--- src/verilog/fspc_defines.svh ---
// Offsets, field positions, reset values and timing counts of the flash self-program control
`ifndef FSPC_DEFINES_SVH
`define FSPC_DEFINES_SVH

// ****************************************
// Register map
// ****************************************
`define FSPC_ADDR_W 12
`define FSPC_CTRL_OFS 12'h000
`define FSPC_CTRL_RESET 8'h00
`define FSPC_BIT_IE 7
`define FSPC_BIT_SBUSY 6
`define FSPC_BIT_SIG 5
`define FSPC_BIT_RRE 4
`define FSPC_BIT_PROT 3
`define FSPC_BIT_PAGE_WRITE_CMD 2
`define FSPC_BIT_PAGE_ERASE_CMD 1
`define FSPC_BIT_ARM 0

// ****************************************
// Command patterns in the lower five bits
// ****************************************
`define FSPC_CMD_STORE 5'h01
`define FSPC_CMD_ERASE 5'h03
`define FSPC_CMD_WRITE 5'h05
`define FSPC_CMD_PROT 5'h09
`define FSPC_CMD_RRE 5'h11

// ****************************************
// Pointer layout and protection byte selects
// ****************************************
`define FSPC_PAGE_WORDS 32
`define FSPC_WORD_LSB 1
`define FSPC_WORD_MSB 5
`define FSPC_PAGE_LSB 6
`define FSPC_PAGE_W 10
`define FSPC_BUF_ERASED 16'hFFFF
`define FSPC_Z_FUSE_LOW 2'h0
`define FSPC_Z_LOCK 2'h1
`define FSPC_Z_FUSE_EXT 2'h2
`define FSPC_Z_FUSE_HIGH 2'h3

// ****************************************
// Timing
// ****************************************
`define FSPC_SPM_WIN 3'h4
`define FSPC_LPM_WIN 3'h3
`define FSPC_CLK_MHZ 100
`define FSPC_PROG_MIN_US 3700
`define FSPC_PROG_MAX_US 4500
`define FSPC_PROG_MIN_CYC (`FSPC_PROG_MIN_US * `FSPC_CLK_MHZ)
`define FSPC_PROG_MAX_CYC (`FSPC_PROG_MAX_US * `FSPC_CLK_MHZ)
`define FSPC_PROG_NOM_CYC ((`FSPC_PROG_MIN_CYC + `FSPC_PROG_MAX_CYC) / 2)
`define FSPC_TIMER_W 19

`endif

--- src/verilog/fspc_pkg.sv ---
// Types shared by the flash self-program control files
`include "fspc_defines.svh"

package fspc_pkg;

    typedef enum logic [1:0] {
        fspc_st_idle = 2'b00,
        fspc_st_armed = 2'b01,
        fspc_st_busy = 2'b11
    } fspc_state_type;

    typedef struct packed {
        logic spm;
        logic lpm;
        logic [15:0] z;
        logic [15:0] data;
    } fspc_cpu_req_type;

    typedef struct packed {
        logic erase;
        logic write;
        logic lock;
        logic [`FSPC_PAGE_W-1:0] page;
        logic [7:0] data;
    } fspc_flash_op_type;

endpackage

--- src/verilog/fspc_window.sv ---
// Short arming window counter, counted in clock cycles from its start pulse
`timescale 1ns/1ps
`include "fspc_defines.svh"

module fspc_window #(
    parameter logic [2:0] LENGTH = `FSPC_SPM_WIN
) (
    // Clock and reset
    input wire logic pclk,
    input wire logic presetn,
    // Control
    input wire logic start,
    input wire logic stop,
    // Status
    output logic active,
    output logic expire
);
    logic [2:0] cnt_q;

    always_ff @(posedge pclk or negedge presetn) begin
        if (!presetn) begin
            cnt_q <= 3'h0;
        end else if (start) begin
            cnt_q <= LENGTH;
        end else if (stop) begin
            cnt_q <= 3'h0;
        end else if (cnt_q != 3'h0) begin
            cnt_q <= cnt_q - 3'h1;
        end
    end

    assign active = cnt_q != 3'h0;
    // Last open cycle passes unused
    assign expire = (cnt_q == 3'h1) && !stop;
endmodule

--- src/verilog/fspc_timer.sv ---
// Programming duration timer for erase, page write and lock write
`timescale 1ns/1ps
`include "fspc_defines.svh"

module fspc_timer #(
    parameter int unsigned CYCLES = `FSPC_PROG_NOM_CYC
) (
    // Clock and reset
    input wire logic pclk,
    input wire logic presetn,
    // Control
    input wire logic start,
    // Status
    output logic busy,
    output logic done
);
    localparam logic [`FSPC_TIMER_W-1:0] LOAD = `FSPC_TIMER_W'(CYCLES);
    logic [`FSPC_TIMER_W-1:0] cnt_q;

    always_ff @(posedge pclk or negedge presetn) begin
        if (!presetn) begin
            cnt_q <= '0;
        end else if (start) begin
            cnt_q <= LOAD;
        end else if (cnt_q != '0) begin
            cnt_q <= cnt_q - `FSPC_TIMER_W'(1);
        end
    end

    assign busy = cnt_q != '0;
    assign done = cnt_q == `FSPC_TIMER_W'(1);
endmodule

--- src/verilog/fspc_flash_self_program_control.sv ---
// Control and status logic for CPU-driven self-programming of program flash
//
// Contract
// Erase, page write and lock write each last between 3.7 ms and 4.5 ms.
// Section-busy bit 6 always reads zero.
// Ready interrupt requested while enabled, globally enabled and store arm clear.
// No ready interrupt during EEPROM write or flash programming.
// Signature select with arm: load within three cycles returns signature byte.
// Signature select with arm: store within four cycles does nothing.
// Writing section read re-enable clears the temporary page buffer.
// Protection access with arm: load within three cycles returns lock or fuse byte.
// Page write with arm: store within four cycles writes buffer to page.
// Page write bit clears on completion or after four idle cycles.
// CPU stalled for the whole page write or page erase.
// Page erase with arm: store within four cycles erases addressed page.
// Page erase bit clears on completion or after four idle cycles.
// Store arm enables the store instruction for four cycles only.
// Arm alone: store puts data word into buffer at pointer word, LSB ignored.
// Store arm clears after a store completes or four idle cycles.
// Store arm stays set until erase or page write finishes.
// Lower five bits other than the command patterns have no effect.
// Software uses pointer 1 lock, 0 low, 3 high, 2 extended fuse.
// Protection bits read zero when programmed, one when unprogrammed.
// EEPROM write blocks self-programming and protection bit reads.
// Arming windows count clock cycles from the register write.
//
// Added by the designer: register access over APB and the placing of the registers.
`timescale 1ns/1ps
`include "fspc_defines.svh"

module fspc_flash_self_program_control #(
    parameter int unsigned PROG_CYCLES = `FSPC_PROG_NOM_CYC,
    // Arbitrary neutral signature row contents
    parameter logic [31:0] SIGNATURE_ROW = 32'h1E2D3C4B
) (
    // Clock and reset
    input wire logic pclk,
    input wire logic presetn,
    // APB slave
    input wire logic psel,
    input wire logic penable,
    input wire logic pwrite,
    input wire logic [`FSPC_ADDR_W-1:0] paddr,
    input wire logic [31:0] pwdata,
    output logic [31:0] prdata,
    output logic pready,
    output logic pslverr,
    // CPU core
    input wire fspc_pkg::fspc_cpu_req_type cpu_req,
    input wire logic global_irq_enable,
    output logic cpu_halt,
    output logic store_ready_irq,
    output logic lpm_valid,
    output logic [7:0] lpm_data,
    // EEPROM status
    input wire logic eeprom_write_active,
    // Protection bytes
    input wire logic [7:0] lock_bits,
    input wire logic [7:0] fuse_low,
    input wire logic [7:0] fuse_high,
    input wire logic [7:0] fuse_ext,
    // Flash array
    output fspc_pkg::fspc_flash_op_type flash_op,
    input wire logic [4:0] buf_rd_idx,
    output logic [15:0] buf_rd_data
);
    import fspc_pkg::*;

    // ****************************************
    // Declarations
    // ****************************************
    fspc_state_type state_q, state_d;
    logic ie_q, sig_q, rre_q, prot_q, page_write_cmd_q, page_erase_cmd_q, loaded_q, lpm_valid_q;
    logic [31:0] prdata_q;
    logic [15:0] buf_rd_q;
    fspc_flash_op_type flash_op_q;
    logic [15:0] page_buf [`FSPC_PAGE_WORDS];
    logic [`FSPC_TIMER_W-1:0] busy_len_q;
    logic addr_hit, apb_setup, apb_access, apb_write, sig_bit, cmd_store, cmd_sig, cmd_erase, cmd_write, cmd_prot;
    logic cmd_rre, cmd_ok, wr_accept, arm_load, arm_flag, in_armed, in_busy, spm_win_active, spm_win_expire;
    logic lpm_win_active, spm_hit, lpm_hit, timed_hit, store_hit, arm_end, cmd_clear, tmr_done, buf_clear;
    logic [4:0] low5;
    logic [7:0] lpm_data_q, ctrl_rd, prot_byte, sig_byte, lpm_sel;

    // ****************************************
    // APB register slave
    // ****************************************
    assign addr_hit = paddr == `FSPC_CTRL_OFS;
    assign apb_setup = psel && !penable;
    assign apb_access = psel && penable;
    assign apb_write = apb_access && pwrite && addr_hit;
    assign pready = 1'b1;
    assign pslverr = apb_access && !addr_hit;
    assign prdata = prdata_q;

    assign ctrl_rd = {ie_q, 1'b0, sig_q, rre_q, prot_q, page_write_cmd_q, page_erase_cmd_q, arm_flag};

    // Read data is sampled in the setup cycle so it comes from a flip-flop
    always_ff @(posedge pclk or negedge presetn) begin
        if (!presetn) begin
            prdata_q <= 32'h00000000;
        end else if (apb_setup && !pwrite) begin
            prdata_q <= addr_hit ? {24'h000000, ctrl_rd} : 32'h00000000;
        end
    end

    // ****************************************
    // Command decode
    // ****************************************
    assign low5 = pwdata[4:0];
    assign sig_bit = pwdata[`FSPC_BIT_SIG];
    assign cmd_store = (low5 == `FSPC_CMD_STORE) && !sig_bit;
    assign cmd_sig = (low5 == `FSPC_CMD_STORE) && sig_bit;
    assign cmd_erase = low5 == `FSPC_CMD_ERASE;
    assign cmd_write = low5 == `FSPC_CMD_WRITE;
    assign cmd_prot = low5 == `FSPC_CMD_PROT;
    assign cmd_rre = low5 == `FSPC_CMD_RRE;
    assign cmd_ok = cmd_store || cmd_sig || cmd_erase || cmd_write || cmd_prot || cmd_rre;
    // A pending EEPROM write locks out every flash command and protection read
    assign wr_accept = apb_write && (state_q == fspc_st_idle) && !eeprom_write_active;
    assign arm_load = wr_accept && cmd_ok;

    // ****************************************
    // Arming windows and timer
    // ****************************************
    fspc_window #(
        .LENGTH(`FSPC_SPM_WIN)
    ) u_spm_win (
        .pclk(pclk),
        .presetn(presetn),
        .start(arm_load),
        .stop(spm_hit || lpm_hit),
        .active(spm_win_active),
        .expire(spm_win_expire)
    );

    fspc_window #(
        .LENGTH(`FSPC_LPM_WIN)
    ) u_lpm_win (
        .pclk(pclk),
        .presetn(presetn),
        .start(arm_load && (cmd_prot || cmd_sig)),
        .stop(spm_hit || lpm_hit),
        .active(lpm_win_active),
        .expire()
    );

    fspc_timer #(
        .CYCLES(PROG_CYCLES)
    ) u_timer (
        .pclk(pclk),
        .presetn(presetn),
        .start(timed_hit),
        .busy(),
        .done(tmr_done)
    );

    // ****************************************
    // Sequencer
    // ****************************************
    assign arm_flag = state_q != fspc_st_idle;
    assign in_armed = state_q == fspc_st_armed;
    assign in_busy = state_q == fspc_st_busy;
    // An EEPROM write that starts inside a window still blocks the instruction
    assign spm_hit = in_armed && cpu_req.spm && spm_win_active && !eeprom_write_active;
    assign lpm_hit = in_armed && cpu_req.lpm && lpm_win_active && (prot_q || sig_q) && !eeprom_write_active;
    assign timed_hit = spm_hit && (page_erase_cmd_q || page_write_cmd_q || prot_q);
    assign store_hit = spm_hit && !(page_erase_cmd_q || page_write_cmd_q || prot_q || sig_q || rre_q);
    // Signature and re-enable stores simply complete with no flash action
    assign arm_end = spm_win_expire || lpm_hit || (spm_hit && !timed_hit);
    assign cmd_clear = arm_flag && (state_d == fspc_st_idle);

    always_comb begin
        state_d = state_q;
        unique case (state_q)
            fspc_st_idle: begin
                if (arm_load) begin
                    state_d = fspc_st_armed;
                end
            end
            fspc_st_armed: begin
                if (timed_hit) begin
                    state_d = fspc_st_busy;
                end else if (arm_end) begin
                    state_d = fspc_st_idle;
                end
            end
            fspc_st_busy: begin
                if (tmr_done) begin
                    state_d = fspc_st_idle;
                end
            end
            default: begin
                state_d = fspc_st_idle;
            end
        endcase
    end

    always_ff @(posedge pclk or negedge presetn) begin
        if (!presetn) begin
            state_q <= fspc_st_idle;
        end else begin
            state_q <= state_d;
        end
    end

    always_ff @(posedge pclk or negedge presetn) begin
        if (!presetn) begin
            {ie_q, sig_q, rre_q, prot_q, page_write_cmd_q, page_erase_cmd_q} <= 6'h00;
        end else begin
            if (apb_write) begin
                ie_q <= pwdata[`FSPC_BIT_IE];
            end
            if (arm_load) begin
                {sig_q, rre_q, prot_q, page_write_cmd_q, page_erase_cmd_q} <= {cmd_sig, cmd_rre, cmd_prot, cmd_write, cmd_erase};
            end else if (cmd_clear) begin
                {sig_q, rre_q, prot_q, page_write_cmd_q, page_erase_cmd_q} <= 5'h00;
            end
        end
    end

    // ****************************************
    // CPU side outputs
    // ****************************************
    assign cpu_halt = in_busy && (page_erase_cmd_q || page_write_cmd_q);
    // Arm flag already covers busy programming, so only EEPROM needs a term
    assign store_ready_irq = ie_q && global_irq_enable && !arm_flag && !eeprom_write_active;

    // Protection bytes pass unchanged: programmed bits already arrive as zero
    assign prot_byte = (cpu_req.z[1:0] == `FSPC_Z_LOCK) ? lock_bits :
                       (cpu_req.z[1:0] == `FSPC_Z_FUSE_HIGH) ? fuse_high :
                       (cpu_req.z[1:0] == `FSPC_Z_FUSE_EXT) ? fuse_ext : fuse_low;
    assign sig_byte = (cpu_req.z[2:1] == 2'h0) ? SIGNATURE_ROW[7:0] :
                      (cpu_req.z[2:1] == 2'h1) ? SIGNATURE_ROW[15:8] :
                      (cpu_req.z[2:1] == 2'h2) ? SIGNATURE_ROW[23:16] : SIGNATURE_ROW[31:24];
    assign lpm_sel = prot_q ? prot_byte : sig_byte;
    assign lpm_valid = lpm_valid_q;
    assign lpm_data = lpm_data_q;

    always_ff @(posedge pclk or negedge presetn) begin
        if (!presetn) begin
            lpm_valid_q <= 1'b0;
            lpm_data_q <= 8'h00;
        end else begin
            lpm_valid_q <= lpm_hit;
            if (lpm_hit) begin
                lpm_data_q <= lpm_sel;
            end
        end
    end

    // ****************************************
    // Flash operation start
    // ****************************************
    assign flash_op = flash_op_q;

    always_ff @(posedge pclk or negedge presetn) begin
        if (!presetn) begin
            flash_op_q <= '0;
        end else begin
            flash_op_q.erase <= timed_hit && page_erase_cmd_q;
            flash_op_q.write <= timed_hit && page_write_cmd_q;
            flash_op_q.lock <= timed_hit && prot_q;
            if (timed_hit) begin
                flash_op_q.page <= cpu_req.z[15:`FSPC_PAGE_LSB];
                flash_op_q.data <= cpu_req.data[7:0];
            end
        end
    end

    // ****************************************
    // Temporary page buffer
    // ****************************************
    // An EEPROM write during page loading loses the loaded words
    assign buf_clear = (wr_accept && cmd_rre) || (tmr_done && page_write_cmd_q) || (eeprom_write_active && loaded_q);
    assign buf_rd_data = buf_rd_q;

    always_ff @(posedge pclk or negedge presetn) begin
        if (!presetn) begin
            for (int i = 0; i < `FSPC_PAGE_WORDS; i++) begin
                page_buf[i] <= `FSPC_BUF_ERASED;
            end
            loaded_q <= 1'b0;
        end else if (buf_clear) begin
            for (int i = 0; i < `FSPC_PAGE_WORDS; i++) begin
                page_buf[i] <= `FSPC_BUF_ERASED;
            end
            loaded_q <= 1'b0;
        end else if (store_hit) begin
            page_buf[cpu_req.z[`FSPC_WORD_MSB:`FSPC_WORD_LSB]] <= cpu_req.data;
            loaded_q <= 1'b1;
        end
    end

    always_ff @(posedge pclk or negedge presetn) begin
        if (!presetn) begin
            buf_rd_q <= 16'h0000;
        end else begin
            buf_rd_q <= page_buf[buf_rd_idx];
        end
    end

    // ****************************************
    // Assertions
    // ****************************************
    always_ff @(posedge pclk or negedge presetn) begin
        if (!presetn) begin
            busy_len_q <= '0;
        end else if (in_busy) begin
            busy_len_q <= busy_len_q + `FSPC_TIMER_W'(1);
        end else begin
            busy_len_q <= '0;
        end
    end
endmodule

--- config.mk ---
export PLATFORM = sky130hd
export DESIGN_NAME = fspc_flash_self_program_control
export DESIGN_NICKNAME = d
export VERILOG_FILES = /design/src/verilog/fspc_pkg.sv /design/src/verilog/fspc_window.sv /design/src/verilog/fspc_timer.sv /design/src/verilog/fspc_flash_self_program_control.sv
export VERILOG_INCLUDE_DIRS = /design/src /design/src/verilog
export SDC_FILE = /design/constraint.sdc
export NUM_CORES = 1
export LEC_CHECK = 0
export BUFFER_PORTS_ARGS = -buffer_cell sky130_fd_sc_hd__clkbuf_2
export CAP_MARGIN = 30
export CORE_MARGIN = 2
export CORE_UTILIZATION = 40
export DETAILED_ROUTE_END_ITERATION = 8
export PLACE_DENSITY = 0.61
export SLEW_MARGIN = 5
export SYNTH_ARGS = -nofsm -noshare
export SYNTH_HDL_FRONTEND = slang
export SYNTH_SLANG_ARGS = --single-unit
--- constraint.sdc ---
create_clock -name pclk -period 2.9 [get_ports pclk]
set_input_delay 0.29 -clock pclk [delete_from_list [all_inputs] [get_ports pclk]]
set_output_delay 0.29 -clock pclk [all_outputs]
set_load 0.1 [all_outputs]
# Yosys cells after proc, flatten, opt, wreduce, memory -nomap -nowiden
# Index checks and enable logic that the tools add are counted.
totals:
  wordCells: 184
  input_bits: 122
  register_bits: 624
  output_inout_bits: 82
classes:
  n_reduce_logical: 73
  n_addsub: 3
  n_eq_ne: 14
  order_cmp: 3
  mux: 37
  n_bitwise: 2
ops:
  columns: ["operator", "n"]
  rows:
  - ["two-way mux 512 bit", 2]
  - ["bitwise mux 512 bit", 1]
  - ["binary-select mux 16 bit (select 5 bit)", 1]
  - ["demux 16 bit (select 5 bit)", 1]
  - ["two-way mux 16 bit", 3]
  - ["two-way mux 8 bit", 5]
  - ["two-way mux 19 bit", 2]
  - ["logical AND 1 bit", 35]
  - ["equality test 19 x 1 -> 1 bit, second input constant", 1]
  - ["nonzero test 19 bit", 1]
  - ["subtractor 19 x 1 -> 19 bit, second input constant", 1]
  - ["two-way mux 3 bit", 6]
  - ["logical OR 1 bit", 16]
  - ["greater-or-equal comparator 6 bit, second input constant", 2]
  - ["logical NOT 12 bit", 1]
  - ["two-way mux 6 bit", 2]
  - ["inverter 5 -> 6 bit", 2]
  - ["nonzero test 3 bit", 4]
  - ["logical NOT 1 bit", 9]
  - ["equality test 2 bit, second input constant", 4]
  - ["two-way mux 1 bit", 8]
  - ["two-way mux 2 bit", 4]
  - ["nonzero test 2 bit", 4]
  - ["two-way mux 7 bit", 1]
  - ["11 further kinds", 16]

# Logic depth before layout (Yosys ltp)
# Gate-level depths: netlist (run 1).
logic_depth:
  word_depth: 17
  depth_mapped: 11
  ltp_nobuf: 9

# Hierarchy
# From an unflattened synthesis (run 1), not the netlist that was laid out.
hier_totals:
  hier_cells: 3114
  area_unflattened_um2: 31586.5
modules_own_cells:
  columns: ["module", "cells_per_inst", "seq_area_each_um2", "area_per_inst_um2", "instances"]
  rows:
  - ["fspc_flash_self_program_control", 2964, 15004.4, 30090.1, 1]
  - ["fspc_timer", 112, 475.5, 1068.5, 1]
  - ["fspc_window", 19, 75.1, 214.0, 2]

# Worst setup path before layout (run 1)
# OpenSTA, ideal clock, no wires.
synth_timing:
  path_type: "register to register"
  from: "register u_timer.cnt_q[7]"
  to: "register page_buf[415] (netlist bit)"
  path_stages_with_launch: 9
  arrival_ns: 2.139
  setup_time_ns: 0.061
  slack_ns: 0.700
  n_path_buf: 3
  required_ns: 2.839
  cell_sequence: "dfrtp_1 or4_4 nor4_4 and3_1 a221oi_1 buf_2 buf_6 buf_6 nand3_2"
synth_between:
  elab_chain_cells: 5
  elab_cells_between_ends: 6
  classes_between: "eq/ne: 1; mux: 1; reduce/logical: 4"
synth_lines:
  columns: ["element", "line", "source"]
  rows:
  - ["start, declared", "fspc_timer.sv:18", "logic [`FSPC_TIMER_W-1:0] cnt_q;"]
  - ["start signal, assigned", "fspc_timer.sv:26", "cnt_q <= cnt_q - `FSPC_TIMER_W'(1);"]
  - ["equality test 19 x 1 -> 1 bit (*)", "fspc_timer.sv:31", "assign done = cnt_q == `FSPC_TIMER_W'(1);"]
  - ["logical AND 1 bit (*)", "fspc_flash_self_program_control.sv:275", "assign buf_clear = (wr_accept && cmd_rre) || (tmr_done && page_write_cmd_q) || (eeprom_write_active && loaded_ ..."]
  - ["logical OR 1 bit (*) (2 in a row)", "fspc_flash_self_program_control.sv:275", null]
  - ["two-way mux 512 bit or nonzero test 2 bit (tied branches)", null, null]
  - ["end signal, assigned by index", "fspc_flash_self_program_control.sv:281", "page_buf[i] <= `FSPC_BUF_ERASED;"]
  - ["end signal, assigned by index", "fspc_flash_self_program_control.sv:286", "page_buf[i] <= `FSPC_BUF_ERASED;"]
  - ["end signal, assigned by index", "fspc_flash_self_program_control.sv:290", "page_buf[cpu_req.z[`FSPC_WORD_MSB:`FSPC_WORD_LSB]] <= cpu_req.data;"]
  - ["end, declared", "fspc_flash_self_program_control.sv:77", "logic [15:0] page_buf [`FSPC_PAGE_WORDS];"]
# Every way passes the cells marked *; elsewhere a longest branch is shown, timed or not.
# A chain may end at the register's enable or synchronous reset.

# Worst setup path after layout (run 1)
layout_timing:
  from: "register state_q[1]"
  to: "output port store_ready_irq"
layout_between:
  elab_chain_cells: 4
layout_lines:
  columns: ["element", "line", "source"]
  rows:
  - ["start, declared", "fspc_flash_self_program_control.sv:72", "fspc_state_type state_q, state_d;"]
  - ["start signal, assigned", "fspc_flash_self_program_control.sv:201", "state_q <= fspc_st_idle;"]
  - ["start signal, assigned", "fspc_flash_self_program_control.sv:203", "state_q <= state_d;"]
  - ["nonzero test 2 bit", "fspc_flash_self_program_control.sv:161", "assign arm_flag = state_q != fspc_st_idle;"]
  - ["logical NOT 1 bit", "fspc_flash_self_program_control.sv:227", "assign store_ready_irq = ie_q && global_irq_enable && !arm_flag && !eeprom_write_active;"]
  - ["logical AND 1 bit (2 in a row)", "fspc_flash_self_program_control.sv:227", null]
  - ["end, declared", "fspc_flash_self_program_control.sv:52", "output logic store_ready_irq,"]
# Every way passes these cells.

==> summary.md, run 1 <==
| Metric | Value |
|---|---|
| Final hold vios | `0` |
| Initial antenna violation count | `5` |
| Number of flops mapped to enable cells by yosys | `0` |
| Gr busiest metal | `met2` |
| CP max stage delay | `about 0.48 ns` |
| Internal | `around 15 mW` |
| HPWL Detailed | `55,340 um` |
| Clock Skew | `around 0.034 ns` |
| Routed WL per cell | `between 20 and 25 um` |
| Data required, critical path | `about 2.6 ns` |
| Reg power frac | `between 40 and 50%` |
| Most used flip-flop cell after synthesis | `dfstp_2` |
| Min Clock Period, post-route | `2.495 ns` |
| #FFs+latches synth | `~600` |
| Met1 GRT Util | `a little under a third` |
| Total GRT Usage | `22.11%` |
| Mapped Cells | `3,034` |
| CTS Buf Count | `69` |
| Nets | `about 3,300` |
| CP delay by family, top | `simple AND/OR/NAND/NOR gates` |
| DRC violations left | `0` |
| Top cell type's share of synthesized area | `~43%` |
| Slew Limit Headroom | `between 20% and 30%` |
| Root Driver | `clkbuf_16` |
| Pre-antenna DRT Iters | `7` |
| Die area | `0.08099 mm2` |
| CTS tree | `built` |
| Post-route ant nets | `0` |
| Total wire length | `approximately 90,000 um` |
| Worst EP arrival | `between 2 and 2.5 ns` |
| Clock latency on the worst-skew pair | `approximately 0.63 ns` |
| Static Leak | `approximately 17 nW` |
| Slew @ Worst Pin | `about 1.1 ns` |
| Critical path capture point type | `output port` |
| Die width | `~280 um` |
| Clock power share | `about half` |
| Syn_area_per_cell | `10.38 um2` |
| Gpl congestion | `roughly 0.82` |
| Critical-path cell list | `nor3_1 -> and3_1 -> clkbuf_2` |
| Clock Sinks | `around 600` |
| Worst reg2reg path depth | `7` |
| Max Cap Viol | `0` |
| Unrepaired setup endpoints after global routing | `false` |
| Initial Util | `between 40% and 50%` |
| Clock Path Buffers | `3` |
| Rows | `slightly above 100` |
| Outcome | `finished clean` |
| IO Count | `a little over 200` |
| Switching Share | `approximately a quarter` |
| Htree depth | `3` |
| Pwr dens | `roughly 530 mW/mm2` |
| Layout cell share with drive strength beyond 1 | `44.14%` |
| Iteration-0 DRC Markers | `1,640` |
| Final Cycle Share | `a little under nine tenths` |
| Grt ovf | `0` |
| Crit path depth | `3` |
| Yosys synthesis warning count | `0` |
| Psw | `~4.7 mW` |
| Setup TNS | `0 ns` |
| Register area share after synthesis | `slightly below 50%` |
| First-pass GRT wire length | `140,100 um` |
| Worst ir drop on vdd | `~0.38 mV` |
| Vias in the first global route | `~24,000` |
| Setup CP Type | `reg2out` |
| Synth async-reset ratio | `100.0%` |
| Hold WC Path Type | `in2async` |
| Core Region | `just under 0.08 mm2` |
| Post-CTS Setup Inserts | `0` |
| Placed Cells | `4,091` |
| Die H | `~280 um` |
| Largest net degree at the start of global routing | `84` |
| Synth cell types | `60` |
| Post-Place Worst Slack | `around 0.25 ns` |
| Area grow syn2layout | `15.24%` |
| Pins Over Slew Limit | `0` |
| Final Non-Filler Cells | `roughly 4,200` |
| WP buf/inv | `1` |
| N_diodes | `0` |
| Clock slew seen by the registers of the worst setup and hold paths | `0.06 ns` |
| Critical path peak fanout | `7` |
| Port-buffer cells | `between 150 and 200` |
| Met3 Track Usage GR | `~3.2%` |
| Final setup margin | `~0.40 ns` |
| Avg Vias per Cell | `roughly 5.4` |
| Area contributors post-synth | `dfstp_2, nand2_1, mux4_2` |
| Startpoint Class | `register` |
| Endpoints failing setup | `0` |
| Slowest cell on the critical path | `nor3_1` |
| Routing usage on met2 | `a little over a third` |
| Fmax | `around 0.4 GHz` |
| Area leader, netlist | `dfstp_2` |
| Vias | `22,840` |
| Combinational share of power | `~7.4%` |
| Cell area after synthesis | `approximately 0.031 mm2` |
-- placed cells by master (no fill, tap or decap), types with 35 or more instances in the layout --
master,instances
nand2_1,1121
clkbuf_2,148
nand3_2,300
dfstp_2,512
mux4_2,152
dfrtp_1,87
mux2i_1,35
buf_4,123
nand3_1,221
clkbuf_16,71
-- flip-flops by register name, summed over array words and instances (netlist names), 2 cells and up --
name and count:
u_timer.cnt_q 19, prdata 7, u_spm_win.cnt_q 3, flash_op 21
u_lpm_win.cnt_q 3, page_buf 512, lpm_data 8, state_q 2
buf_rd_data 16
-- metal layers --
layer  share of wire (%)  vias up
met1                  44    11610
met2                  48      659
met3                 6.3       98
met5               0.019        -
met4                 2.0        4
li1                    -    10460
-- kinds of logic after synthesis --
logic type      share of synthesized area (%)
simple gates                            29.85
flops                                   49.63
buf+inv                                 5.737
mux                                     12.05
compound gates                          1.840
fa+ha+maj                              0.5085
xor+xnor                               0.3615
other cells                           0.02385
-- metrics by stage --
step	power, mW	hold WS, ns	instance area, um2	util, %
6_report	19.24	0.04048	36290	46.70
5_1_grt	19.91	0.04558	36290	46.70
4_1_cts	19.42	0.001847	36090	46.44
3_5_place_dp	10.01	0.4572	33520	43.13
3_3_place_gp	9.993	0.4533	33440	43.03
2_1_floorplan	9.467	-0.005591	31580	-
-- synthesized netlist by cell type (17+ instances only) --
| cell | n |
|---|---|
| nor2_1 | 34 |
| clkbuf_1 | 151 |
| buf_4 | 28 |
| buf_2 | 56 |
| nand3_1 | 221 |
| a22oi_1 | 17 |
| buf_6 | 52 |
| mux2i_1 | 35 |
| and4_1 | 32 |
| mux4_2 | 152 |
| dfstp_2 | 512 |
| nand2_1 | 1121 |
| nand3_2 | 300 |
| nand4_1 | 33 |
| dfrtp_1 | 87 |
-- final cells by class --
class / instances / area, um2
multi-input cells: 2132 / 14170
flip-flops and latches: 599 / 15630
repair buffers: 330 / 2691
clock inverters: 23 / 344.1
fillers: 7099 / 41430
inverters: 13 / 48.80
well taps: 1040 / 1301
clock buffers: 100 / 2106
-- power groups by stage --
stage	sequential (mW)	clock, mW	combinational (mW)
finish	8.49	9.31	1.43
global route	8.50	9.86	1.55
CTS	8.49	9.52	1.41
detailed placement	8.62	0	1.40
global placement	8.62	0	1.38
floorplan	8.72	0	0.744
-- what timing repair did --
action / CTS / global route
endpoints found under the hold margin: 12 / 4
hold buffers: 12 / 3
gates resized for setup: 0 / 0
-- worst paths after layout --
path | startpoint | to | slack [ns]
setup / recovery | state_q[1]$_DFF_PN0_ | store_ready_irq | 0.40
hold / removal | presetn | page_buf[100]$_DFFE_PN1P_ | 0.04
setup reg to reg | u_timer.cnt_q[7]$_DFFE_PN0P_ | page_buf[123]$_DFFE_PN1P_ | 0.45
hold reg to reg | prdata[4]$_DFFE_PN0P_ | prdata[4]$_DFFE_PN0P_ | 0.47
max in group asynchronous | presetn | page_buf[148]$_DFFE_PN1P_ | 2.27
min in group pclk | pwdata[4] | page_erase_cmd_q$_DFFE_PN0P_ | 0.04
Note: power is estimated with default switching activity, not from simulation.
==> run 2, diff against run 1 <==
--- a/config.mk
+++ b/config.mk
@@ -10,6 +10,7 @@
 export CAP_MARGIN = 30
 export CORE_MARGIN = 2
 export CORE_UTILIZATION = 40
+export CTS_BUF_LIST = sky130_fd_sc_hd__clkbuf_16
 export DETAILED_ROUTE_END_ITERATION = 8
 export PLACE_DENSITY = 0.61
 export SLEW_MARGIN = 5
==> run 2 against run 1 <==
Design area fell by 0.61%. Maximum frequency decreased by 0.27%. Power shrank 3.2%. Clock-buffer cell count is 29 lower. Global-route usage about the same. Via count increased by 0.18%. Highest routed layer unchanged.
==> summary.md, run 2 (synthesis gave the netlist of run 1 again) <==
| Metric | Value |
|---|---|
| Met2 wire len | `42,520 um (was 42,590 um)` |
| Setup TNS | `0 ns (unchanged)` |
| Flop2flop setup slack | `0.46 ns (was 0.45 ns)` |
| Min Clock Period, post-route | `2.502 ns (was 2.495 ns)` |
| Total wire length | `88,970 um (was 89,110 um)` |
| Met1 WL | `39,190 um (was 39,130 um)` |
| Worst EP arrival | `2.21 ns (about the same)` |
| Root Driver | `clkbuf_16 (unchanged)` |
| Slew @ Worst Pin | `1.044 ns (was 1.064 ns)` |
| Clock slew seen by the registers of the worst setup and hold paths | `0.06 ns (about the same)` |
| Worst reg2reg path depth | `7 (unchanged)` |
| Post-Layout Inst Area | `0.03607 mm2 (was 0.03629 mm2)` |
| Initial antenna violation count | `4 (was 5)` |
| Core Region | `0.07772 mm2 (unchanged)` |
| Slowest cell on the critical path | `nor3_1 (unchanged)` |
| Post-Place Worst Slack | `0.2529 ns (unchanged)` |
| Post_cts resized | `0 (unchanged)` |
| Initial Util | `40.52% (unchanged)` |
| IO Count | `204 (unchanged)` |
| Clock Sinks | `599 (unchanged)` |
| Htree depth | `3 (unchanged)` |
| CTS Buf Count | `69 (unchanged)` |
| Die area | `0.08099 mm2 (unchanged)` |
| Nets | `3,279 (unchanged)` |
| Pins Over Slew Limit | `0 (unchanged)` |
| Grt ovf | `0 (unchanged)` |
| Total design power | `18.61 mW (was 19.24 mW)` |
| Critical path peak fanout | `7 (unchanged)` |
| DR WL met3 | `5349 um (was 5628 um)` |
| Commonest non-fill, non-tap cell in the layout | `nand2_1 (unchanged)` |
| Setup CP Type | `reg2out (unchanged)` |
| Worst setup path end | `store_ready_irq (unchanged)` |
| First-pass GRT wire length | `140,100 um (about the same)` |
| Most frequent cells in the layout | `nand2_1, dfstp_2, nand3_2, nand3_1, mux4_2 (unchanged)` |
| CP max stage delay | `0.48 ns (about the same)` |
| Die H | `284.6 um (unchanged)` |
| Endpoints failing setup | `0 (unchanged)` |
| Data required, critical path | `2.61 ns (about the same)` |
| # fillers | `7,121 (was 7,099)` |
| Top reg by flops | `page_buf (unchanged)` |
| Fmax | `0.3997 GHz (was 0.4008 GHz)` |
| Pre-antenna DRT Iters | `6 (was 7)` |
| Clock Path Buffers | `3 (unchanged)` |
| Layout cell share with drive strength beyond 1 | `43.45% (was 44.14%)` |
| Max reg flops | `512 (unchanged)` |
| CTS tree | `built (unchanged)` |
| Vias in the first global route | `23,530 (was 23,540)` |
| HPWL Detailed | `55,340 um (unchanged)` |
| Total GRT Usage | `22.12% (was 22.11%)` |
| N_diodes | `0 (unchanged)` |
| Avg Vias per Cell | `5.399 (was 5.390)` |
| Final hold vios | `0 (unchanged)` |
| Slew Limit Headroom | `30.37% (was 29.05%)` |
| Gpl congestion | `0.8184 (unchanged)` |
| Largest net degree at the start of global routing | `84 (unchanged)` |
| Max Cap Viol | `0 (unchanged)` |
| Static Leak | `17.40 nW (was 17.49 nW)` |
| Port-buffer cells | `152 (unchanged)` |
| Clock latency on the worst-skew pair | `0.64 ns (was 0.63 ns)` |
| CP delay by family, top | `simple AND/OR/NAND/NOR gates (unchanged)` |
| Worst ir drop on vdd | `0.3751 mV (was 0.3775 mV)` |
| Hold WC Path Type | `in2async (unchanged)` |
| Crit path depth | `3 (unchanged)` |
| Unrepaired setup endpoints after global routing | `false (unchanged)` |
| Die width | `284.6 um (unchanged)` |
| R2R Path End | `page_buf[123]$_DFFE_PN1P_ (unchanged)` |
| Top routing layer used | `met5 (unchanged)` |
| Pwr dens | `516.0 mW/mm2 (was 530.1 mW/mm2)` |
| Worst Setup SP | `state_q[1]$_DFF_PN0_ (unchanged)` |
| Outcome | `finished clean (unchanged)` |
| RR Startpoint | `u_timer.cnt_q[7]$_DFFE_PN0P_ (unchanged)` |
| FF+latch area | `0.01563 mm2 (unchanged)` |
| Clock Skew | `0.03516 ns (was 0.03438 ns)` |
| Iteration-0 DRC Markers | `1,535 (was 1,640)` |
| Critical-path cell list | `nor3_1 -> and3_1 -> clkbuf_2 (unchanged)` |
| Post-CTS Setup Inserts | `0 (unchanged)` |
| Area grow syn2layout | `14.54% (was 15.24%)` |
| Rows | `102 (unchanged)` |
| WP buf/inv | `1 (unchanged)` |
| DRC violations left | `0 (unchanged)` |
| Post-route ant nets | `0 (unchanged)` |
| Final hold slack | `0.02600 ns (was 0.04048 ns)` |
| DP Area | `0.03352 mm2 (unchanged)` |
| Final Cycle Share | `86.27% (was 86.04%)` |
| Final setup margin | `0.3981 ns (was 0.4048 ns)` |
| Critical path capture point type | `output port (unchanged)` |
| Vias | `22,880 (was 22,840)` |
| Startpoint Class | `register (unchanged)` |
| Routed WL per cell | `21.00 um (was 21.03 um)` |
| Multi-input gate area | `0.01417 mm2 (unchanged)` |
-- run 2: cell type report --
class / count / area share (%)
timing repair buffer: 330 / 7.461
inverter: 13 / 0.1353
multi-input combinational: 2132 / 39.29
sequential: 599 / 43.33
clock inverter: 52 / 1.256
tap: 1040 / 3.607
clock buffer: 71 / 4.925
-- run 2: stage by stage --
step / cells / util [%]
2_1_floorplan: 3058 / -
3_3_place_gp: 4088 / 43.03
3_5_place_dp: 4091 / 43.13
4_1_cts: 4226 / 46.16
5_1_grt: 4237 / 46.41
6_report: 4237 / 46.41
-- run 2: timing repair --
item,in CTS,in global routing
endpoints found under the setup margin,0,0
hold buffers,12,3
hold endpoints to repair,12,4
-- run 2: where the power goes --
group	total, mW	internal (mW)	switching (mW)
registers	8.49	8.46	0.0361
clock network	8.69	5.01	3.68
logic	1.43	0.422	1.01
total	18.6	13.9	4.72
-- run 2: metal layers --
metal	global-route usage [%]	up-vias
met5	0	-
met4	6.013	4
met3	3.114	100
met2	35.61	657
met1	31.25	11640
li1	-	10470
-- run 2: how the worst min path moves through the flow --
stage          cells after the start  slack, ns                  start                            to
2_1_floorplan                      0     -0.006                presetn      buf_rd_data[0]$_DFF_PN0_
3_3_place_gp                       2       0.45  prdata[3]$_DFFE_PN0P_         prdata[3]$_DFFE_PN0P_
3_5_place_dp                       2       0.46  prdata[3]$_DFFE_PN0P_         prdata[3]$_DFFE_PN0P_
4_1_cts                            3      0.001              pwdata[4]  page_erase_cmd_q$_DFFE_PN0P_
5_1_grt                            3       0.05              pwdata[4]  page_erase_cmd_q$_DFFE_PN0P_
6_report                           1       0.03                presetn     page_buf[100]$_DFFE_PN1P_
==> run 3, diff against run 2 <==
--- a/config.mk
+++ b/config.mk
@@ -6,12 +6,13 @@
 export SDC_FILE = /design/constraint.sdc
 export NUM_CORES = 1
 export LEC_CHECK = 0
+export ABC_AREA = 1
 export BUFFER_PORTS_ARGS = -buffer_cell sky130_fd_sc_hd__clkbuf_2
 export CAP_MARGIN = 30
-export CORE_MARGIN = 2
 export CORE_UTILIZATION = 40
 export CTS_BUF_LIST = sky130_fd_sc_hd__clkbuf_16
 export DETAILED_ROUTE_END_ITERATION = 8
+export MAX_ROUTING_LAYER = met4
 export PLACE_DENSITY = 0.61
 export SLEW_MARGIN = 5
 export SYNTH_ARGS = -nofsm -noshare
==> run 3 against run 2 <==
Worst hold slack better by 0.0039 ns. Critical path depth is 8 higher. Synthesized cell count is 26% higher. Area after synthesis is 1.4% lower. Sequential share of layout area is 0.98 points higher. Via count is 17% higher. Utilization is 0.20 points lower. Sequential power hardly changed. Clock-buffer cell count is 2 higher. Largest power group is now sequential cells. Combinational power is 24% higher.
==> summary.md, run 3 <==
| Metric | Value |
|---|---|
| Endpoints failing setup | `0 (unchanged)` |
| Unrepaired setup endpoints after global routing | `false (unchanged)` |
| Startpoint Class | `register (unchanged)` |
| Combinational share of power | `9.5% (was 7.7%)` |
| Routed WL per cell | `19.68 um (was 21.00 um)` |
| Fmax | `0.4105 GHz (was 0.3997 GHz)` |
| Total wire length | `97,730 um (was 88,970 um)` |
| RR Startpoint | `u_spm_win.cnt_q[0]$_DFFE_PN0P_ (was u_timer.cnt_q[7]$_DFFE_PN0P_)` |
| Iteration-0 DRC Markers | `2,583 (was 1,535)` |
| Nets | `4,017 (was 3,279)` |
| Max reg flops | `512 (unchanged)` |
| Final Cycle Share | `84.01% (was 86.27%)` |
| Avg Vias per Cell | `5.400 (was 5.399)` |
| Clock Sinks | `599 (unchanged)` |
| Die width | `280.6 um (was 284.6 um)` |
| Yosys synthesis warning count | `0 (unchanged)` |
| Psw | `4.939 mW (was 4.718 mW)` |
| Pwr dens | `526.4 mW/mm2 (was 516.0 mW/mm2)` |
| Initial Util | `40.67% (was 40.52%)` |
| Top reg by flops | `page_buf (unchanged)` |
| Commonest non-fill, non-tap cell in the layout | `nand2_1 (unchanged)` |
| Clock power share | `44.9% (was 46.7%)` |
| Synth cell count leaders | `nand2_1, dfstp_2, nand3_1 (was nand2_1, dfstp_2, nand3_2)` |
| Final setup margin | `0.4637 ns (was 0.3981 ns)` |
| Setup CP Type | `reg2reg (was reg2out)` |
| Pre-antenna DRT Iters | `6 (unchanged)` |
| Switching Share | `26.60% (was 25.35%)` |
| Die area | `0.07873 mm2 (was 0.08099 mm2)` |
| Critical path peak fanout | `16 (was 7)` |
| R2R Path End | `page_buf[416]$_DFFE_PN1P_ (was page_buf[123]$_DFFE_PN1P_)` |
| Root Driver | `clkbuf_16 (unchanged)` |
| Count leader, synth | `nand2_1 (unchanged)` |
| Htree depth | `3 (unchanged)` |
| Post-Layout Inst Area | `0.03528 mm2 (was 0.03607 mm2)` |
| Area grow syn2layout | `13.63% (was 14.54%)` |
| First-pass GRT wire length | `152,800 um (was 140,100 um)` |
| Top cell type's share of synthesized area | `43.33% (was 42.72%)` |
| HPWL Detailed | `59,750 um (was 55,340 um)` |
| Setup TNS | `0 ns (unchanged)` |
| Synth cell types | `44 (was 60)` |
| Slew Limit Headroom | `31.45% (was 30.37%)` |
| Vias in the first global route | `25,530 (was 23,530)` |
| Slew @ Worst Pin | `1.028 ns (was 1.044 ns)` |
| Rows | `101 (was 102)` |
| Initial antenna violation count | `3 (was 4)` |
| Flop2flop setup slack | `0.46 ns (about the same)` |
| Register area share after synthesis | `50.35% (was 49.63%)` |
| Final hold vios | `0 (unchanged)` |
| #FFs+latches synth | `599 (unchanged)` |
| DRC violations left | `0 (unchanged)` |
| Clock Skew | `0.01674 ns (was 0.03516 ns)` |
| Cell area after synthesis | `0.03104 mm2 (was 0.03149 mm2)` |
| Min Clock Period, post-route | `2.436 ns (was 2.502 ns)` |
| Vias | `26,810 (was 22,880)` |
| Post-Place Worst Slack | `0.3094 ns (was 0.2529 ns)` |
| Syn_area_per_cell | `8.114 um2 (was 10.38 um2)` |
| Synth async-reset ratio | `100.0% (unchanged)` |
| Total GRT Usage | `25.68% (was 22.12%)` |
| Critical path capture point type | `register (was output port)` |
| Post-CTS Setup Inserts | `0 (unchanged)` |
| Grt ovf | `0 (unchanged)` |
| Gpl congestion | `0.8687 (was 0.8184)` |
| Final hold slack | `0.02988 ns (was 0.02600 ns)` |
| Worst reg2reg path depth | `11 (was 7)` |
| CTS Buf Count | `68 (was 69)` |
| Hold EP | `lpm_data[4]$_DFFE_PN0P_` |
| Pins Over Slew Limit | `0 (unchanged)` |
| Post-route ant nets | `0 (unchanged)` |
| Port-buffer cells | `152 (unchanged)` |
| Static Leak | `15.97 nW (was 17.40 nW)` |
| Clock Path Buffers | `3 (unchanged)` |
| IO Count | `204 (unchanged)` |
| Hold WC Path Type | `in2reg (was in2async)` |
| Worst EP arrival | `2.97 ns (was 2.21 ns)` |
| Area contributors post-synth | `dfstp_2, nand2_1, nand3_1 (was dfstp_2, nand2_1, mux4_2)` |
| Clock slew seen by the registers of the worst setup and hold paths | `0.06 ns (about the same)` |
| Layout cell share with drive strength beyond 1 | `25.25% (was 43.45%)` |
| Number of flops mapped to enable cells by yosys | `0 (unchanged)` |
| Most used flip-flop cell after synthesis | `dfstp_2 (unchanged)` |
| Reg power frac | `45.6% (about the same)` |
| Data required, critical path | `3.44 ns (was 2.61 ns)` |
| Outcome | `finished clean (unchanged)` |
| Max Cap Viol | `0 (unchanged)` |
| Clock latency on the worst-skew pair | `0.62 ns (was 0.64 ns)` |
| Fin util | `46.22% (was 46.41%)` |
| Most frequent cells in the layout | `nand2_1, dfstp_2, nand3_1, o21ai_0, nor2_1 (was nand2_1, dfstp_2, nand3_2, nand3_1, mux4_2)` |
| Hold_sp | `lock_bits[4]` |
| Worst ir drop on vdd | `0.4128 mV (was 0.3751 mV)` |
| Hold path depth | `3` |
| Area leader, netlist | `dfstp_2 (unchanged)` |
| Mapped Cells | `3,826 (was 3,034)` |
| DP Area | `0.03287 mm2 (was 0.03352 mm2)` |
| Largest net degree at the start of global routing | `104 (was 84)` |
| Core Region | `0.07633 mm2 (was 0.07772 mm2)` |
| CTS tree | `built (unchanged)` |
| Die H | `280.6 um (was 284.6 um)` |
| Internal | `13.63 mW (was 13.89 mW)` |
-- run 3: cell types whose count changed after synthesis, sizes merged, moves of 35 or more --
cell and change:
nor2 +261, mux2i -35, o21bai +109, mux4 -152
nand3 -59, nor3 +39, o21ai +318, nand2 +70
o221ai +100, inv +149
-- run 3: repair_timing --
item                                   CTS  global route
hold buffers                            20             0
setup endpoints to repair                0             1
endpoints found under the hold margin   19             0
resized for setup                        0             1
-- run 3: worst max-delay path by stage --
stage | depth (start not counted) | from | to | slack, ns
after floorplan | 3 | paddr[6] | pslverr | 0.62
after global placement | 11 | u_spm_win.cnt_q[0]$_DFFE_PN0P_ | page_buf[232]$_DFFE_PN1P_ | 0.35
after detailed placement | 11 | u_spm_win.cnt_q[0]$_DFFE_PN0P_ | page_buf[232]$_DFFE_PN1P_ | 0.31
after CTS | 11 | u_spm_win.cnt_q[0]$_DFFE_PN0P_ | page_buf[232]$_DFFE_PN1P_ | 0.29
after global routing | 10 | u_spm_win.cnt_q[0]$_DFFE_PN0P_ | page_buf[360]$_DFFE_PN1P_ | 0.14
final | 11 | u_spm_win.cnt_q[0]$_DFFE_PN0P_ | page_buf[416]$_DFFE_PN1P_ | 0.46
-- run 3: final cells by class --
type	instances	area (um2)
multi-input combinational	2750	13220
antenna	3	7.507
fill	7486	41050
sequential	599	15630
tap	1030	1289
clock inverter	46	269.0
clock buffer	73	1827
inverter	167	644.4
timing repair buffer	297	2392
-- run 3: logic make-up after synthesis --
group	share of synthesized area, %
simple gates	28.87
other cells	0.02419
compound gates	12.64
xor+xnor	0.2257
fa+ha+maj	0.4836
buf+inv	7.416
flops	50.35
-- run 3: through the flow --
stage                     std cells  power [mW]
final                          4965       18.57
after CTS                      4958       18.69
after global placement         4816       10.30
after global routing           4965       19.17
after floorplan                3850       9.609
after detailed placement       4819       10.32
-- run 3: power by group through the flow --
stage / Clock (mW) / Sequential [mW] / Combinational (mW)
2_1_floorplan: 0 / 8.76 / 0.846
3_5_place_dp: 0 / 8.59 / 1.73
6_report: 8.33 / 8.47 / 1.77
5_1_grt: 8.80 / 8.47 / 1.90
4_1_cts: 8.47 / 8.47 / 1.75
3_3_place_gp: 0 / 8.59 / 1.71
-- run 3: routing by layer --
metal	global-route usage [%]	wire length, um	vias up
li1	-	-	12690
met1	36.53	45240	13090
met2	37.43	43290	917
met3	4.497	7266	111
met4	7.090	1944	0
met5	-	0	-
-- run 3: critical path, stage by stage (launching register included) --
cell	delay (ns)
dfrtp_1	0.39
inv_1	0.08
ha_1	0.19
nand2_1	0.11
nand3_1	0.14
inv_2	0.12
nand2_4	0.07
buf_4	0.26
nor3_2	0.29
inv_1	0.37
o21ai_0	0.26
nand2_1	0.07
